## config.mk

```make
export PLATFORM = sky130hd
export DESIGN_NAME = mio_port_set
export DESIGN_NICKNAME = d
export VERILOG_FILES = /design/src/mio_pkg.sv /design/src/mio_port_set.sv /design/src/mio_pad_bit.sv /design/src/mio_conv_ctl.sv
export SDC_FILE = /design/constraint.sdc
export NUM_CORES = 1
export LEC_CHECK = 0
export ABC_AREA = 1
export BUFFER_PORTS_ARGS = -buffer_cell sky130_fd_sc_hd__buf_4
export CAP_MARGIN = 40
export CORE_AREA = 4 4 134 136
export CTS_CLUSTER_SIZE = 10
export DETAILED_ROUTE_END_ITERATION = 12
export DIE_AREA = 0 0 138 140
export PLACE_DENSITY_LB_ADDON = 0.08
export SLEW_MARGIN = 20
export SYNTH_ARGS = -nofsm -noshare
export SYNTH_HDL_FRONTEND = slang
export SYNTH_SLANG_ARGS = --single-unit
```

## constraint.sdc

```tcl
create_clock -name mclk_i -period 5.85 [get_ports mclk_i]
set_input_delay 1.4625 -clock mclk_i [delete_from_list [all_inputs] [get_ports mclk_i]]
set_output_delay 1.4625 -clock mclk_i [all_outputs]
set_load 0.01 [all_outputs]
```

## src/mio_pkg.sv

```systemverilog
// How it works
// - Outputs hold latch value; inputs read pins directly
// - Pin levels sampled on S1 of reads
// - Written data reaches latch on S2
// - Read-modify-write reads latch, others read pins
// - One-bit port direction and latch reset zero
// - Eight-bit port direction and latch reset zero
// - Eight-bit port per-bit open-drain, reset tri-state
// - Six-bit port direction and latch reset zero
// - Six-bit port per-bit open-drain, reset tri-state
// - Open-drain bit: RMW reads latch, else pin
// - Four-bit port resets zero, converter inputs disabled
// - Four-bit direction one drives pin from latch
// - Clearing input-disable bit starts analog conversion
// - Converter field selects analog channel independently
// - Four-bit bit with latch zero reads zero
// - Registers mapped in special-function and buffer areas
package mio_pkg;

	// ==========================================================
	// Address map.
	localparam logic [15:0] MIO_SFA_LO = 16'h0000;
	localparam logic [15:0] MIO_SFA_HI = 16'h003F;
	localparam logic [15:0] MIO_DBA_LO = 16'h1F80;
	localparam logic [15:0] MIO_DBA_HI = 16'h1FFF;
	localparam logic [15:0] MIO_A_P1_LAT = 16'h0001;
	localparam logic [15:0] MIO_A_P3_LAT = 16'h0003;
	localparam logic [15:0] MIO_A_P4_LAT = 16'h0004;
	localparam logic [15:0] MIO_A_P6_LAT = 16'h0006;
	localparam logic [15:0] MIO_A_P1_DIR = 16'h000B;
	localparam logic [15:0] MIO_A_CONV_A = 16'h0026;
	localparam logic [15:0] MIO_A_P3_OD = 16'h1F83;
	localparam logic [15:0] MIO_A_P4_OD = 16'h1F84;
	localparam logic [15:0] MIO_A_P3_DIR = 16'h1F89;
	localparam logic [15:0] MIO_A_P4_DIR = 16'h1F8A;
	localparam logic [15:0] MIO_A_P6_DIR = 16'h1F8C;

	// ==========================================================
	// Port widths.
	localparam int MIO_P1_W = 1;
	localparam int MIO_P3_W = 8;
	localparam int MIO_P4_W = 6;
	localparam int MIO_P6_W = 4;
	localparam int MIO_PIN_N = 19;

	// ==========================================================
	// Reset values.
	localparam logic [7:0] MIO_RST_ZERO = 8'h00;
	localparam logic [7:0] MIO_RST_CONV_A = 8'h20;

	// ==========================================================
	// Converter control field layout.
	localparam int MIO_CONV_DIS_BIT = 5;
	localparam int MIO_CONV_CH_LSB = 0;
	localparam int MIO_CONV_CH_W = 2;

endpackage : mio_pkg

```

## src/mio_port_set.sv

```systemverilog
`timescale 1ns/1ps
`default_nettype none
module mio_port_set
	import mio_pkg::*;
(
	// Clock and reset.
	input wire logic mclk_i,
	input wire logic rst_b_i,
	// CPU register access.
	input wire logic [15:0] cpu_addr_i,
	input wire logic cpu_rd_i,
	input wire logic cpu_wr_i,
	input wire logic cpu_rmw_i,
	input wire logic cpu_s1_i,
	input wire logic cpu_s2_i,
	input wire logic [7:0] cpu_wdata_i,
	output logic [7:0] cpu_rdata_o,
	output logic cpu_rvalid_o,
	// One-bit port pins.
	input wire logic [MIO_P1_W-1:0] p1_pin_i,
	output logic [MIO_P1_W-1:0] p1_out_o,
	output logic [MIO_P1_W-1:0] p1_oe_o,
	// Eight-bit port pins.
	input wire logic [MIO_P3_W-1:0] p3_pin_i,
	output logic [MIO_P3_W-1:0] p3_out_o,
	output logic [MIO_P3_W-1:0] p3_oe_o,
	// Six-bit port pins.
	input wire logic [MIO_P4_W-1:0] p4_pin_i,
	output logic [MIO_P4_W-1:0] p4_out_o,
	output logic [MIO_P4_W-1:0] p4_oe_o,
	// Four-bit port pins shared with converter inputs.
	input wire logic [MIO_P6_W-1:0] p6_pin_i,
	output logic [MIO_P6_W-1:0] p6_out_o,
	output logic [MIO_P6_W-1:0] p6_oe_o,
	// Converter hooks.
	output logic [MIO_P6_W-1:0] p6_ana_en_o,
	output logic [MIO_CONV_CH_W-1:0] conv_chan_o,
	output logic conv_start_o
);

	// ==========================================================
	// Register select codes.
	typedef enum logic [3:0] {
		MIO_SEL_NONE = 4'b0000,
		MIO_SEL_P1_LAT = 4'b0001,
		MIO_SEL_P3_LAT = 4'b0010,
		MIO_SEL_P4_LAT = 4'b0011,
		MIO_SEL_P6_LAT = 4'b0100,
		MIO_SEL_P1_DIR = 4'b0101,
		MIO_SEL_CONV_A = 4'b0110,
		MIO_SEL_P3_OD = 4'b0111,
		MIO_SEL_P4_OD = 4'b1000,
		MIO_SEL_P3_DIR = 4'b1001,
		MIO_SEL_P4_DIR = 4'b1010,
		MIO_SEL_P6_DIR = 4'b1011
	} mio_sel_t;

	// ==========================================================
	// Port registers.
	logic [MIO_P1_W-1:0] port1_output_latch_r, port1_output_latch_nxt;
	logic [MIO_P1_W-1:0] port1_direction_r, port1_direction_nxt;
	logic [MIO_P3_W-1:0] port3_output_latch_r, port3_output_latch_nxt;
	logic [MIO_P3_W-1:0] port3_direction_r, port3_direction_nxt;
	logic [MIO_P3_W-1:0] port3_open_drain_select_r;
	logic [MIO_P3_W-1:0] port3_open_drain_select_nxt;
	logic [MIO_P4_W-1:0] port4_output_latch_r, port4_output_latch_nxt;
	logic [MIO_P4_W-1:0] port4_direction_r, port4_direction_nxt;
	logic [MIO_P4_W-1:0] port4_open_drain_select_r;
	logic [MIO_P4_W-1:0] port4_open_drain_select_nxt;
	logic [MIO_P6_W-1:0] port6_output_latch_r, port6_output_latch_nxt;
	logic [MIO_P6_W-1:0] port6_direction_r, port6_direction_nxt;

	// Converter control register.
	logic [7:0] converter_control_a;
	logic analog_input_disable_nxt;
	logic conv_wr;

	// Access strobes.
	logic wr_go;
	logic rd_go;
	logic [7:0] rd_val;
	mio_sel_t sel;

	// Flat views for the pad cells.
	logic [MIO_PIN_N-1:0] all_dir_nxt;
	logic [MIO_PIN_N-1:0] all_lat_nxt;
	logic [MIO_PIN_N-1:0] all_od_nxt;
	logic [MIO_PIN_N-1:0] all_out;
	logic [MIO_PIN_N-1:0] all_oe;

	// ==========================================================
	// Port read view.
	// A read-modify-write sees the latch so that untouched output
	// bits are written back unchanged; any other read sees the pin.
	function automatic logic [7:0] port_view(
		input logic [7:0] lat,
		input logic [7:0] pin,
		input logic rmw
	);
		port_view = rmw ? lat : pin;
	endfunction : port_view

	// ==========================================================
	// Register select.
	// Write and read decode share this one map, so no register can
	// be written at one address and read back at another. Reserved
	// holes and registers of other blocks select nothing.
	function automatic mio_sel_t reg_sel(input logic [15:0] addr);
		reg_sel = MIO_SEL_NONE;
		if (addr == MIO_A_P1_LAT) begin
			reg_sel = MIO_SEL_P1_LAT;
		end else if (addr == MIO_A_P3_LAT) begin
			reg_sel = MIO_SEL_P3_LAT;
		end else if (addr == MIO_A_P4_LAT) begin
			reg_sel = MIO_SEL_P4_LAT;
		end else if (addr == MIO_A_P6_LAT) begin
			reg_sel = MIO_SEL_P6_LAT;
		end else if (addr == MIO_A_P1_DIR) begin
			reg_sel = MIO_SEL_P1_DIR;
		end else if (addr == MIO_A_CONV_A) begin
			reg_sel = MIO_SEL_CONV_A;
		end else if (addr == MIO_A_P3_OD) begin
			reg_sel = MIO_SEL_P3_OD;
		end else if (addr == MIO_A_P4_OD) begin
			reg_sel = MIO_SEL_P4_OD;
		end else if (addr == MIO_A_P3_DIR) begin
			reg_sel = MIO_SEL_P3_DIR;
		end else if (addr == MIO_A_P4_DIR) begin
			reg_sel = MIO_SEL_P4_DIR;
		end else if (addr == MIO_A_P6_DIR) begin
			reg_sel = MIO_SEL_P6_DIR;
		end
	endfunction : reg_sel

	// ==========================================================
	// Access timing.
	// Writes land on S2 of the write cycle, pins are sampled on S1
	// of the read cycle.
	always_comb begin
		wr_go = cpu_wr_i & cpu_s2_i;
		rd_go = cpu_rd_i & cpu_s1_i;
		sel = reg_sel(cpu_addr_i);
		conv_wr = wr_go & (sel == MIO_SEL_CONV_A);
	end

	// ==========================================================
	// Write decode.
	// Only the implemented low bits of narrow ports are kept.
	always_comb begin
		port1_output_latch_nxt = port1_output_latch_r;
		port1_direction_nxt = port1_direction_r;
		port3_output_latch_nxt = port3_output_latch_r;
		port3_direction_nxt = port3_direction_r;
		port3_open_drain_select_nxt = port3_open_drain_select_r;
		port4_output_latch_nxt = port4_output_latch_r;
		port4_direction_nxt = port4_direction_r;
		port4_open_drain_select_nxt = port4_open_drain_select_r;
		port6_output_latch_nxt = port6_output_latch_r;
		port6_direction_nxt = port6_direction_r;
		if (!wr_go) begin
			port1_output_latch_nxt = port1_output_latch_r;
		end else if (sel == MIO_SEL_P1_LAT) begin
			port1_output_latch_nxt = cpu_wdata_i[MIO_P1_W-1:0];
		end else if (sel == MIO_SEL_P3_LAT) begin
			port3_output_latch_nxt = cpu_wdata_i;
		end else if (sel == MIO_SEL_P4_LAT) begin
			port4_output_latch_nxt = cpu_wdata_i[MIO_P4_W-1:0];
		end else if (sel == MIO_SEL_P6_LAT) begin
			port6_output_latch_nxt = cpu_wdata_i[MIO_P6_W-1:0];
		end else if (sel == MIO_SEL_P1_DIR) begin
			port1_direction_nxt = cpu_wdata_i[MIO_P1_W-1:0];
		end else if (sel == MIO_SEL_P3_OD) begin
			port3_open_drain_select_nxt = cpu_wdata_i;
		end else if (sel == MIO_SEL_P4_OD) begin
			port4_open_drain_select_nxt = cpu_wdata_i[MIO_P4_W-1:0];
		end else if (sel == MIO_SEL_P3_DIR) begin
			port3_direction_nxt = cpu_wdata_i;
		end else if (sel == MIO_SEL_P4_DIR) begin
			port4_direction_nxt = cpu_wdata_i[MIO_P4_W-1:0];
		end else if (sel == MIO_SEL_P6_DIR) begin
			port6_direction_nxt = cpu_wdata_i[MIO_P6_W-1:0];
		end
	end

	// ==========================================================
	// One-bit port registers.
	always_ff @(posedge mclk_i) begin
		if (!rst_b_i) begin
			port1_output_latch_r <= MIO_RST_ZERO[MIO_P1_W-1:0];
			port1_direction_r <= MIO_RST_ZERO[MIO_P1_W-1:0];
		end else begin
			port1_output_latch_r <= port1_output_latch_nxt;
			port1_direction_r <= port1_direction_nxt;
		end
	end

	// ==========================================================
	// Eight-bit port registers.
	always_ff @(posedge mclk_i) begin
		if (!rst_b_i) begin
			port3_output_latch_r <= MIO_RST_ZERO;
			port3_direction_r <= MIO_RST_ZERO;
			port3_open_drain_select_r <= MIO_RST_ZERO;
		end else begin
			port3_output_latch_r <= port3_output_latch_nxt;
			port3_direction_r <= port3_direction_nxt;
			port3_open_drain_select_r <= port3_open_drain_select_nxt;
		end
	end

	// ==========================================================
	// Six-bit port registers.
	always_ff @(posedge mclk_i) begin
		if (!rst_b_i) begin
			port4_output_latch_r <= MIO_RST_ZERO[MIO_P4_W-1:0];
			port4_direction_r <= MIO_RST_ZERO[MIO_P4_W-1:0];
			port4_open_drain_select_r <= MIO_RST_ZERO[MIO_P4_W-1:0];
		end else begin
			port4_output_latch_r <= port4_output_latch_nxt;
			port4_direction_r <= port4_direction_nxt;
			port4_open_drain_select_r <= port4_open_drain_select_nxt;
		end
	end

	// ==========================================================
	// Four-bit port registers.
	always_ff @(posedge mclk_i) begin
		if (!rst_b_i) begin
			port6_output_latch_r <= MIO_RST_ZERO[MIO_P6_W-1:0];
			port6_direction_r <= MIO_RST_ZERO[MIO_P6_W-1:0];
		end else begin
			port6_output_latch_r <= port6_output_latch_nxt;
			port6_direction_r <= port6_direction_nxt;
		end
	end

	// ==========================================================
	// Converter control.
	mio_conv_ctl u_conv (
		.mclk_i(mclk_i),
		.rst_b_i(rst_b_i),
		.wr_i(conv_wr),
		.wdata_i(cpu_wdata_i),
		.reg_o(converter_control_a),
		.dis_nxt_o(analog_input_disable_nxt),
		.chan_o(conv_chan_o),
		.start_o(conv_start_o)
	);

	// An analog switch closes only for an input bit with latch zero
	// and the disable bit clear, so a driven pin never reaches it.
	always_ff @(posedge mclk_i) begin
		if (!rst_b_i) begin
			p6_ana_en_o <= '0;
		end else begin
			p6_ana_en_o <= ~port6_direction_nxt & ~port6_output_latch_nxt
				& {MIO_P6_W{~analog_input_disable_nxt}};
		end
	end

	// ==========================================================
	// Pad cells.
	// The one-bit and four-bit ports have no open-drain option.
	always_comb begin
		all_dir_nxt = {port6_direction_nxt, port4_direction_nxt,
			port3_direction_nxt, port1_direction_nxt};
		all_lat_nxt = {port6_output_latch_nxt, port4_output_latch_nxt,
			port3_output_latch_nxt, port1_output_latch_nxt};
		all_od_nxt = {{MIO_P6_W{1'b0}}, port4_open_drain_select_nxt,
			port3_open_drain_select_nxt, {MIO_P1_W{1'b0}}};
	end

	genvar gi;
	generate
		for (gi = 0; gi < MIO_PIN_N; gi = gi + 1) begin : g_pad
			mio_pad_bit u_pad (
				.mclk_i(mclk_i),
				.rst_b_i(rst_b_i),
				.dir_nxt_i(all_dir_nxt[gi]),
				.lat_nxt_i(all_lat_nxt[gi]),
				.od_nxt_i(all_od_nxt[gi]),
				.out_o(all_out[gi]),
				.oe_o(all_oe[gi])
			);
		end
	endgenerate

	always_comb begin
		p1_out_o = all_out[0 +: MIO_P1_W];
		p1_oe_o = all_oe[0 +: MIO_P1_W];
		p3_out_o = all_out[MIO_P1_W +: MIO_P3_W];
		p3_oe_o = all_oe[MIO_P1_W +: MIO_P3_W];
		p4_out_o = all_out[MIO_P1_W+MIO_P3_W +: MIO_P4_W];
		p4_oe_o = all_oe[MIO_P1_W+MIO_P3_W +: MIO_P4_W];
		p6_out_o = all_out[MIO_P1_W+MIO_P3_W+MIO_P4_W +: MIO_P6_W];
		p6_oe_o = all_oe[MIO_P1_W+MIO_P3_W+MIO_P4_W +: MIO_P6_W];
	end

	// ==========================================================
	// Read decode.
	// Addresses outside the two areas, reserved holes and registers
	// that belong to other blocks all read as zero.
	always_comb begin
		rd_val = 8'h00;
		if (sel == MIO_SEL_P1_LAT) begin
			rd_val = port_view(8'(port1_output_latch_r),
				8'(p1_pin_i), cpu_rmw_i);
		end else if (sel == MIO_SEL_P3_LAT) begin
			rd_val = port_view(port3_output_latch_r, p3_pin_i,
				cpu_rmw_i);
		end else if (sel == MIO_SEL_P4_LAT) begin
			rd_val = port_view(8'(port4_output_latch_r),
				8'(p4_pin_i), cpu_rmw_i);
		end else if (sel == MIO_SEL_P6_LAT) begin
			// A bit whose latch is zero reads zero whatever the pin
			// shows, even when a driven pin is being fought.
			rd_val = port_view(8'(port6_output_latch_r),
				8'(p6_pin_i & port6_output_latch_r),
				cpu_rmw_i);
		end else if (sel == MIO_SEL_P1_DIR) begin
			rd_val = 8'(port1_direction_r);
		end else if (sel == MIO_SEL_CONV_A) begin
			rd_val = converter_control_a;
		end else if (sel == MIO_SEL_P3_OD) begin
			rd_val = port3_open_drain_select_r;
		end else if (sel == MIO_SEL_P4_OD) begin
			rd_val = 8'(port4_open_drain_select_r);
		end else if (sel == MIO_SEL_P3_DIR) begin
			rd_val = port3_direction_r;
		end else if (sel == MIO_SEL_P4_DIR) begin
			rd_val = 8'(port4_direction_r);
		end else if (sel == MIO_SEL_P6_DIR) begin
			rd_val = 8'(port6_direction_r);
		end
	end

	// ==========================================================
	// Read data register.
	// Pins have no input latch, so the value seen is whatever the
	// pin holds at S1; noisy inputs must be filtered by software.
	always_ff @(posedge mclk_i) begin
		if (!rst_b_i) begin
			cpu_rdata_o <= 8'h00;
			cpu_rvalid_o <= 1'b0;
		end else begin
			cpu_rvalid_o <= rd_go;
			if (rd_go) begin
				cpu_rdata_o <= rd_val;
			end
		end
	end

endmodule : mio_port_set
`default_nettype wire

```

## src/mio_pad_bit.sv

```systemverilog
`timescale 1ns/1ps
`default_nettype none
module mio_pad_bit
	import mio_pkg::*;
(
	// Clock and reset.
	input wire logic mclk_i,
	input wire logic rst_b_i,
	// Next register values for this bit.
	input wire logic dir_nxt_i,
	input wire logic lat_nxt_i,
	input wire logic od_nxt_i,
	// Pin drive.
	output logic out_o,
	output logic oe_o
);

	// ==========================================================
	// Drive flops follow the register next values so the pin
	// changes on the same edge as the latch.
	always_ff @(posedge mclk_i) begin
		if (!rst_b_i) begin
			out_o <= 1'b0;
			oe_o <= 1'b0;
		end else if (od_nxt_i) begin
			// Open-drain only ever pulls low.
			out_o <= 1'b0;
			oe_o <= dir_nxt_i & ~lat_nxt_i;
		end else begin
			out_o <= lat_nxt_i;
			oe_o <= dir_nxt_i;
		end
	end

endmodule : mio_pad_bit
`default_nettype wire

```

## src/mio_conv_ctl.sv

```systemverilog
`timescale 1ns/1ps
`default_nettype none
module mio_conv_ctl
	import mio_pkg::*;
(
	// Clock and reset.
	input wire logic mclk_i,
	input wire logic rst_b_i,
	// Write strobe and data.
	input wire logic wr_i,
	input wire logic [7:0] wdata_i,
	// Register state.
	output logic [7:0] reg_o,
	output logic dis_nxt_o,
	output logic [MIO_CONV_CH_W-1:0] chan_o,
	output logic start_o
);

	logic [7:0] reg_nxt;

	// ==========================================================
	// Control register.
	always_comb begin
		reg_nxt = wr_i ? wdata_i : reg_o;
		dis_nxt_o = reg_nxt[MIO_CONV_DIS_BIT];
	end

	always_ff @(posedge mclk_i) begin
		if (!rst_b_i) begin
			reg_o <= MIO_RST_CONV_A;
		end else begin
			reg_o <= reg_nxt;
		end
	end

	// ==========================================================
	// Channel select and start pulse.
	always_ff @(posedge mclk_i) begin
		if (!rst_b_i) begin
			chan_o <= '0;
			start_o <= 1'b0;
		end else begin
			chan_o <= reg_nxt[MIO_CONV_CH_LSB +: MIO_CONV_CH_W];
			start_o <= wr_i & ~wdata_i[MIO_CONV_DIS_BIT];
		end
	end

endmodule : mio_conv_ctl
`default_nettype wire

```

==> results of run 1 <==
[registers in the layout, indices dropped and copies added, names as in the netlist, 3 cells and up]
name and count:
p6_ana_en_o 4, port4_open_drain_select_r 6, g_pad.u_pad.out_o 15, g_pad.u_pad.oe_o 16
port3_direction_r 8, port4_direction_r 6, port3_output_latch_r 8, port3_open_drain_select_r 8
cpu_rdata_o 8, port6_output_latch_r 4, port4_output_latch_r 6, u_conv.reg_o 7
port6_direction_r 3
[metal layers]
metal / part of all wire, % / vias to the layer above
met5: 0 / -
met4: 1.4 / 0
met3: 4.8 / 11
met2: 45 / 104
met1: 48 / 2085
li1: - / 2350
[worst paths after layout]
check / from / end / slack (ns) / cells after the start
worst min-delay path: cpu_rdata_o[6] / cpu_rdata_o[6] / 0.47 / 2
worst max register to register: port4_output_latch_r[0] / cpu_rdata_o[0] / 4.54 / 8
worst max-delay path: cpu_addr_i[15] / cpu_rdata_o[0] / 2.56 / 12
worst min register to register: cpu_rdata_o[6] / cpu_rdata_o[6] / 0.47 / 2
[layout make-up]
type | count | area, µm² | share of cell area [%]
Multi-Input combinational cell | 439 | 2120 | 35.6
Sequential cell | 102 | 2040 | 34.4
Timing Repair Buffer | 106 | 796 | 13.4
Inverter | 106 | 398 | 6.70
Tap cell | 225 | 282 | 4.74
Clock buffer | 11 | 253 | 4.25
Clock inverter | 4 | 55.1 | 0.927
[synthesized netlist by cell type, types with 2 or more instances]
master / count / share of area (%)
a211oi_1: 8 / 1.2
a21oi_1: 41 / 4.1
a21oi_2: 3 / 0.53
a31oi_1: 6 / 0.76
and2_1: 3 / 0.38
buf_2: 2 / 0.20
buf_4: 39 / 5.9
buf_6: 2 / 0.46
clkbuf_1: 16 / 1.2
clkinv_1: 2 / 0.15
dfxtp_1: 102 / 41
inv_1: 99 / 7.5
inv_2: 5 / 0.38
nand2_1: 141 / 11
nand2_2: 4 / 0.51
nand3_1: 32 / 3.2
nand4_1: 10 / 1.3
nor2_1: 71 / 5.4
nor2_2: 7 / 0.89
nor3_1: 22 / 2.2
nor3_2: 2 / 0.40
nor3_4: 2 / 0.66
o211ai_1: 20 / 3.0
o21ai_0: 48 / 4.9
o21ai_1: 3 / 0.30
o22ai_1: 4 / 0.51
or2_2: 6 / 0.76
[report_power, final]
part           internal (mW)  switching, mW  leakage, nW
clock network          0.355          0.269        0.148
logic                 0.0340         0.0585         1.90
registers              0.696        0.00125        0.822
[critical path: stages]
cell and delay (ns):
buf_4 0.11, nor2_2 0.15, nand2_1 0.08, nor2_2 0.43, nand3_1 0.36, or2_2 0.39
nand2_1 0.09, nand2_1 0.05, nand2_1 0.07, nand4_1 0.17, nand2_1 0.12, inv_1 0.04
[cell families (layout without fill, tap and decap cells)]
family                 Yosys count  after routing  share of synthesized area, %
AO/OA/AOI/OAI                  135            135                          15.7
buffers and inverters          166            227                          15.9
AND/OR/NAND/NOR                304            304                          27.1
flip-flops                     102            102                          41.3
[per-stage QoR]
step           hold slack (ns)  power, mW  util (%)
6_report                 0.474       1.41      35.1
3_3_place_gp             0.462      0.806      33.2
4_1_cts                  0.477       1.43      35.1
2_1_floorplan            0.476      0.752         -
5_1_grt                  0.500       1.48      35.1
3_5_place_dp             0.468      0.807      33.3
==> flow_metrics.env, run 1 <==
export IMPL_status="completed"
export IMPL_hold_viol=0
export IMPL_async_flop_share_pct=0
export IMPL_synthFlopType="dfxtp_1"
export IMPL_cts_htree_levels=3
export IMPL_final_area_mm2=0.00594
export IMPL_wire_per_inst_um=16.2
export IMPL_cts_hold_buf=0
export IMPL_placed_cells=978
export IMPL_antenna_found_initial=0
export IMPL_use_met2_pct=26.5
export IMPL_path_clk_slew_ns=0.07
export IMPL_fin_cells=993
export IMPL_grt_pass1_vias=4469
export IMPL_dpl_worst_slack_ns=2.18
export IMPL_crit_type="in -> reg"
export IMPL_p_leak_nw=2.87
export IMPL_ys_types=34
export IMPL_grt_usage_pct=16.6
export IMPL_met3_usage_pct=3.38
export IMPL_fmax_mhz=304
export IMPL_min_period_ns=3.29
export IMPL_io_buffers=103
export IMPL_finalSetupTns_ns=0
export IMPL_grt_busiest_layer="met2"
export IMPL_post_route_drc_count=0
export IMPL_finClkSkew_ns=0.00824
export IMPL_met1_usage_pct=22.6
export IMPL_cp_arrival_ns=3.54
export IMPL_drtAntennaViolNets=0
export IMPL_worst_path_max_fanout=15
export IMPL_ys_seq_area_share_pct=41.3
export IMPL_clk_latency_ns=0.35
export IMPL_antennaDiodeCount=0
export IMPL_clockRootBuffer="clkbuf_16"
export IMPL_vias=4550
export IMPL_grt_max_degree=42
export IMPL_final_common_cell="nand2_1"
export IMPL_dpl_cell_area_mm2=0.00563
export IMPL_start_util_pct=29.2
export IMPL_cp_start_kind="primary input"
export IMPL_final_cell_mix="141 x nand2_1, 106 x buf_4, 102 x dfxtp_1"
export IMPL_finalMaxSlewViolations=0
export IMPL_syn_area_mm2=0.00495
export IMPL_cts_tree="yes"
export IMPL_cts_buffers=9
export IMPL_cp_end_kind="flip-flop"
export IMPL_synth_edf_count=0
export IMPL_post_cts_buffers=0
export IMPL_setup_violations_final=0
export IMPL_worst_slew_pin_slew_ns=0.644
export IMPL_gp_congestion=0.904
export IMPL_hpwlAfterDp_mm=12.7
export IMPL_fp_dieW_um=138
export IMPL_synth_area_per_cell_um2=7.00
export IMPL_cap_violations=0
export IMPL_nNetsFinal=814
export IMPL_setup_slack_ns=2.56
export IMPL_cts_resized_gates=0
export IMPL_relSlewSlack_pct=57.0
export IMPL_drt_pass1_iter_count=4
export IMPL_drt_iter0_drc=295
export IMPL_fp_coreArea_mm2=0.0169
export IMPL_synth_nets=757
export IMPL_netlist_instances=707
export IMPL_rows=48
export IMPL_drive_above_1_share_pct=19.8
export IMPL_synthToLayoutAreaGrowth_pct=20.1
export IMPL_clock_sinks=102
export IMPL_num_fill_cells=1852
export IMPL_grt_overflow_total=0
export IMPL_cp_required_ns=6.10
export IMPL_die_h_um=140
export IMPL_floorplan_die_area_mm2=0.0193
export IMPL_grt_setup_unrepaired="no"
export IMPL_peakVddDrop_mv=0.128
export IMPL_post_route_period_util_pct=56.3
export IMPL_routed_wl_mm=16.1
export IMPL_cts_buffer_depth=2
export IMPL_power_density_mw_per_mm2=238
export IMPL_io_pins=104
export IMPL_hold_class="reg -> reg"
export IMPL_ys_ff_latch=102
export IMPL_grt_pass1_wl_mm=25.0
export IMPL_ys_warn_count=0
export IMPL_vias_per_cell=4.58
Note: power is estimated with default switching activity, not from simulation.
==> run 2: changes to the inputs <==
==> constraint.sdc (replaced) <==
create_clock -name mclk_i -period 2.65 [get_ports mclk_i]
set_input_delay 0.6625 -clock mclk_i [delete_from_list [all_inputs] [get_ports mclk_i]]
set_output_delay 0.6625 -clock mclk_i [all_outputs]
set_load 0.01 [all_outputs]
==> flow_metrics.env, run 2 (same netlist as run 1, synthesis figures left out) <==
export IMPL_status="completed"
export IMPL_cp_end_kind="flip-flop"
export IMPL_largest_reg_flops=16
export IMPL_grt_pass1_wl_mm=25.6
export IMPL_cpPeakStageDelay_ns=0.24
export IMPL_hold_class="reg -> reg"
export IMPL_slowest_stage="nor2_2"
export IMPL_cp_arrival_ns=2.41
export IMPL_cts_tree="yes"
export IMPL_reg2reg_depth=7
export IMPL_crit_family="simple AND/OR/NAND/NOR gates"
export IMPL_routed_wl_mm=16.5
export IMPL_floorplan_die_area_mm2=0.0193
export IMPL_p_leak_nw=2.93
export IMPL_crit_type="in -> reg"
export IMPL_min_delay_start="cpu_rdata_o[7]"
export IMPL_cts_buffer_depth=2
export IMPL_synthToLayoutAreaGrowth_pct=21.9
export IMPL_finClkSkew_ns=0.00969
export IMPL_setup_violations_final=0
export IMPL_grt_max_degree=33
export IMPL_fmax_mhz=457
export IMPL_p_sw_mw=0.767
export IMPL_path_cells="buf_4 > nor2_2 > nand2_1 > nor2_2 > nand2_2 > a21oi_2 > inv_2 > nand2_4 > inv_2 > nand2_1 > nand2_1 > nand2_1 > nor3_1"
export IMPL_cp_required_ns=2.87
export IMPL_r2r_slack_ns=1.40
export IMPL_grt_setup_unrepaired="no"
export IMPL_cts_resized_gates=0
export IMPL_hold_viol=0
export IMPL_path_buf_inv=3
export IMPL_peakVddDrop_mv=0.298
export IMPL_min_path_cells=2
export IMPL_power_density_mw_per_mm2=506
export IMPL_cts_buffers=9
export IMPL_hold_path_end="cpu_rdata_o[7]"
export IMPL_drt_pass1_iter_count=5
export IMPL_hpwlAfterDp_mm=13.0
export IMPL_max_flop_register="g_pad.u_pad.oe_o"
export IMPL_power_frac_comb_pct=6.8
export IMPL_vias=4614
export IMPL_dpl_worst_slack_ns=0.0941
export IMPL_min_period_ns=2.19
export IMPL_cp_start_kind="primary input"
export IMPL_cap_violations=0
export IMPL_finalSetupTns_ns=0
export IMPL_clk_latency_ns=0.36
export IMPL_nNetsFinal=827
export IMPL_antenna_found_initial=0
export IMPL_final_cell_mix="141 x nand2_1, 118 x buf_4, 102 x dfxtp_1"
export IMPL_top_regs="g_pad.u_pad.oe_o: 16 flops, g_pad.u_pad.out_o: 15 flops"
export IMPL_seqPwrFrac_pct=50.4
export IMPL_fp_dieW_um=138
export IMPL_io_pins=104
export IMPL_final_common_cell="nand2_1"
export IMPL_post_route_period_util_pct=82.5
export IMPL_fp_coreArea_mm2=0.0169
export IMPL_cts_hold_buf=0
export IMPL_io_buffers=103
export IMPL_p_int_mw=2.29
export IMPL_relSlewSlack_pct=67.5
export IMPL_clockRootBuffer="clkbuf_16"
export IMPL_path_clk_slew_ns=0.07
export IMPL_vias_per_cell=4.58
export IMPL_drive_above_1_share_pct=21.2
export IMPL_worst_path_max_fanout=10
export IMPL_rows=48
export IMPL_num_fill_cells=1882
export IMPL_start_util_pct=29.2
export IMPL_worst_slew_pin_slew_ns=0.484
export IMPL_finalMaxSlewViolations=0
export IMPL_wire_per_inst_um=16.4
export IMPL_cts_htree_levels=3
export IMPL_rr_startpoint="port4_open_drain_select_r[0]"
export IMPL_p_sw_share_pct=25.1
export IMPL_rr_endpoint="cpu_rdata_o[0]"
export IMPL_clkPwrFrac_pct=42.8
export IMPL_drtAntennaViolNets=0
export IMPL_die_h_um=140
export IMPL_grt_pass1_vias=4537
export IMPL_post_route_drc_count=0
export IMPL_clock_sinks=102
export IMPL_setup_slack_ns=0.463
export IMPL_grt_usage_pct=17.1
export IMPL_drt_iter0_drc=283
export IMPL_antennaDiodeCount=0
export IMPL_cp_common_cell="nand2_1"
export IMPL_post_cts_buffers=0
export IMPL_grt_overflow_total=0
export IMPL_gp_congestion=0.890
==> run 2: cell types whose count changed in the layout (fill, tap and decap cells not counted), sizes merged <==
cell	change
bufinv	-1
clkbuf	-1
buf	+13
clkinv	+1
inv	+2
==> run 2: cell type report <==
type                    instances  area (µm²)  area share [%]
clock buffers                  10         239            3.97
repair buffers                119         906            15.0
multi-input cells             439        2120            35.1
inverters                     106         398            6.60
well taps                     225         282            4.67
flip-flops and latches        102        2040            33.9
clock inverters                 6        43.8           0.727
==> run 2: power groups by stage <==
stage	Sequential, mW	Clock (mW)	Combinational, mW
CTS	1.54	1.34	0.210
detailed placement	1.58	0	0.209
finish	1.54	1.31	0.207
floorplan	1.58	0	0.0808
global placement	1.58	0	0.209
global route	1.54	1.41	0.228
==> run 2: stage by stage <==
step / cell area [µm²] / cells / util, % / total power [mW] / hold slack (ns)
6_report: 6030 / 1007 / 35.6 / 3.05 / 0.476
3_3_place_gp: 5740 / 991 / 33.9 / 1.79 / 0.467
4_1_cts: 6030 / 1007 / 35.6 / 3.09 / 0.480
3_5_place_dp: 5740 / 991 / 33.9 / 1.78 / 0.469
5_1_grt: 6030 / 1007 / 35.6 / 3.18 / 0.499
2_1_floorplan: 4950 / 707 / - / 1.66 / 0.476
==> run 2: per-layer routing <==
metal,track usage (%),routed length (µm),share of wire [%]
met1,23.0,7940,48
met2,27.6,7530,46
met3,3.07,653,4.0
met4,6.19,363,2.2
met5,0,0,0
==> run 2: worst max path at each step <==
stage / from / slack, ns / end / cells after the start
5_1_grt: cpu_addr_i[15] / 0.27 / g_pad[9].u_pad.out_o / 13
4_1_cts: cpu_addr_i[15] / 0.46 / g_pad[9].u_pad.out_o / 13
3_5_place_dp: cpu_addr_i[15] / 0.09 / g_pad[9].u_pad.out_o / 13
2_1_floorplan: cpu_addr_i[15] / 0.61 / cpu_rdata_o[3] / 11
3_3_place_gp: cpu_addr_i[15] / 0.12 / g_pad[9].u_pad.out_o / 13
6_report: cpu_addr_i[15] / 0.46 / g_pad[9].u_pad.out_o / 13
==> run 2: worst min-delay path, cell delays in order, from the launching register on <==
cell and delay (ns):
dfxtp_1 0.32, nand2_1 0.06, a21oi_1 0.06
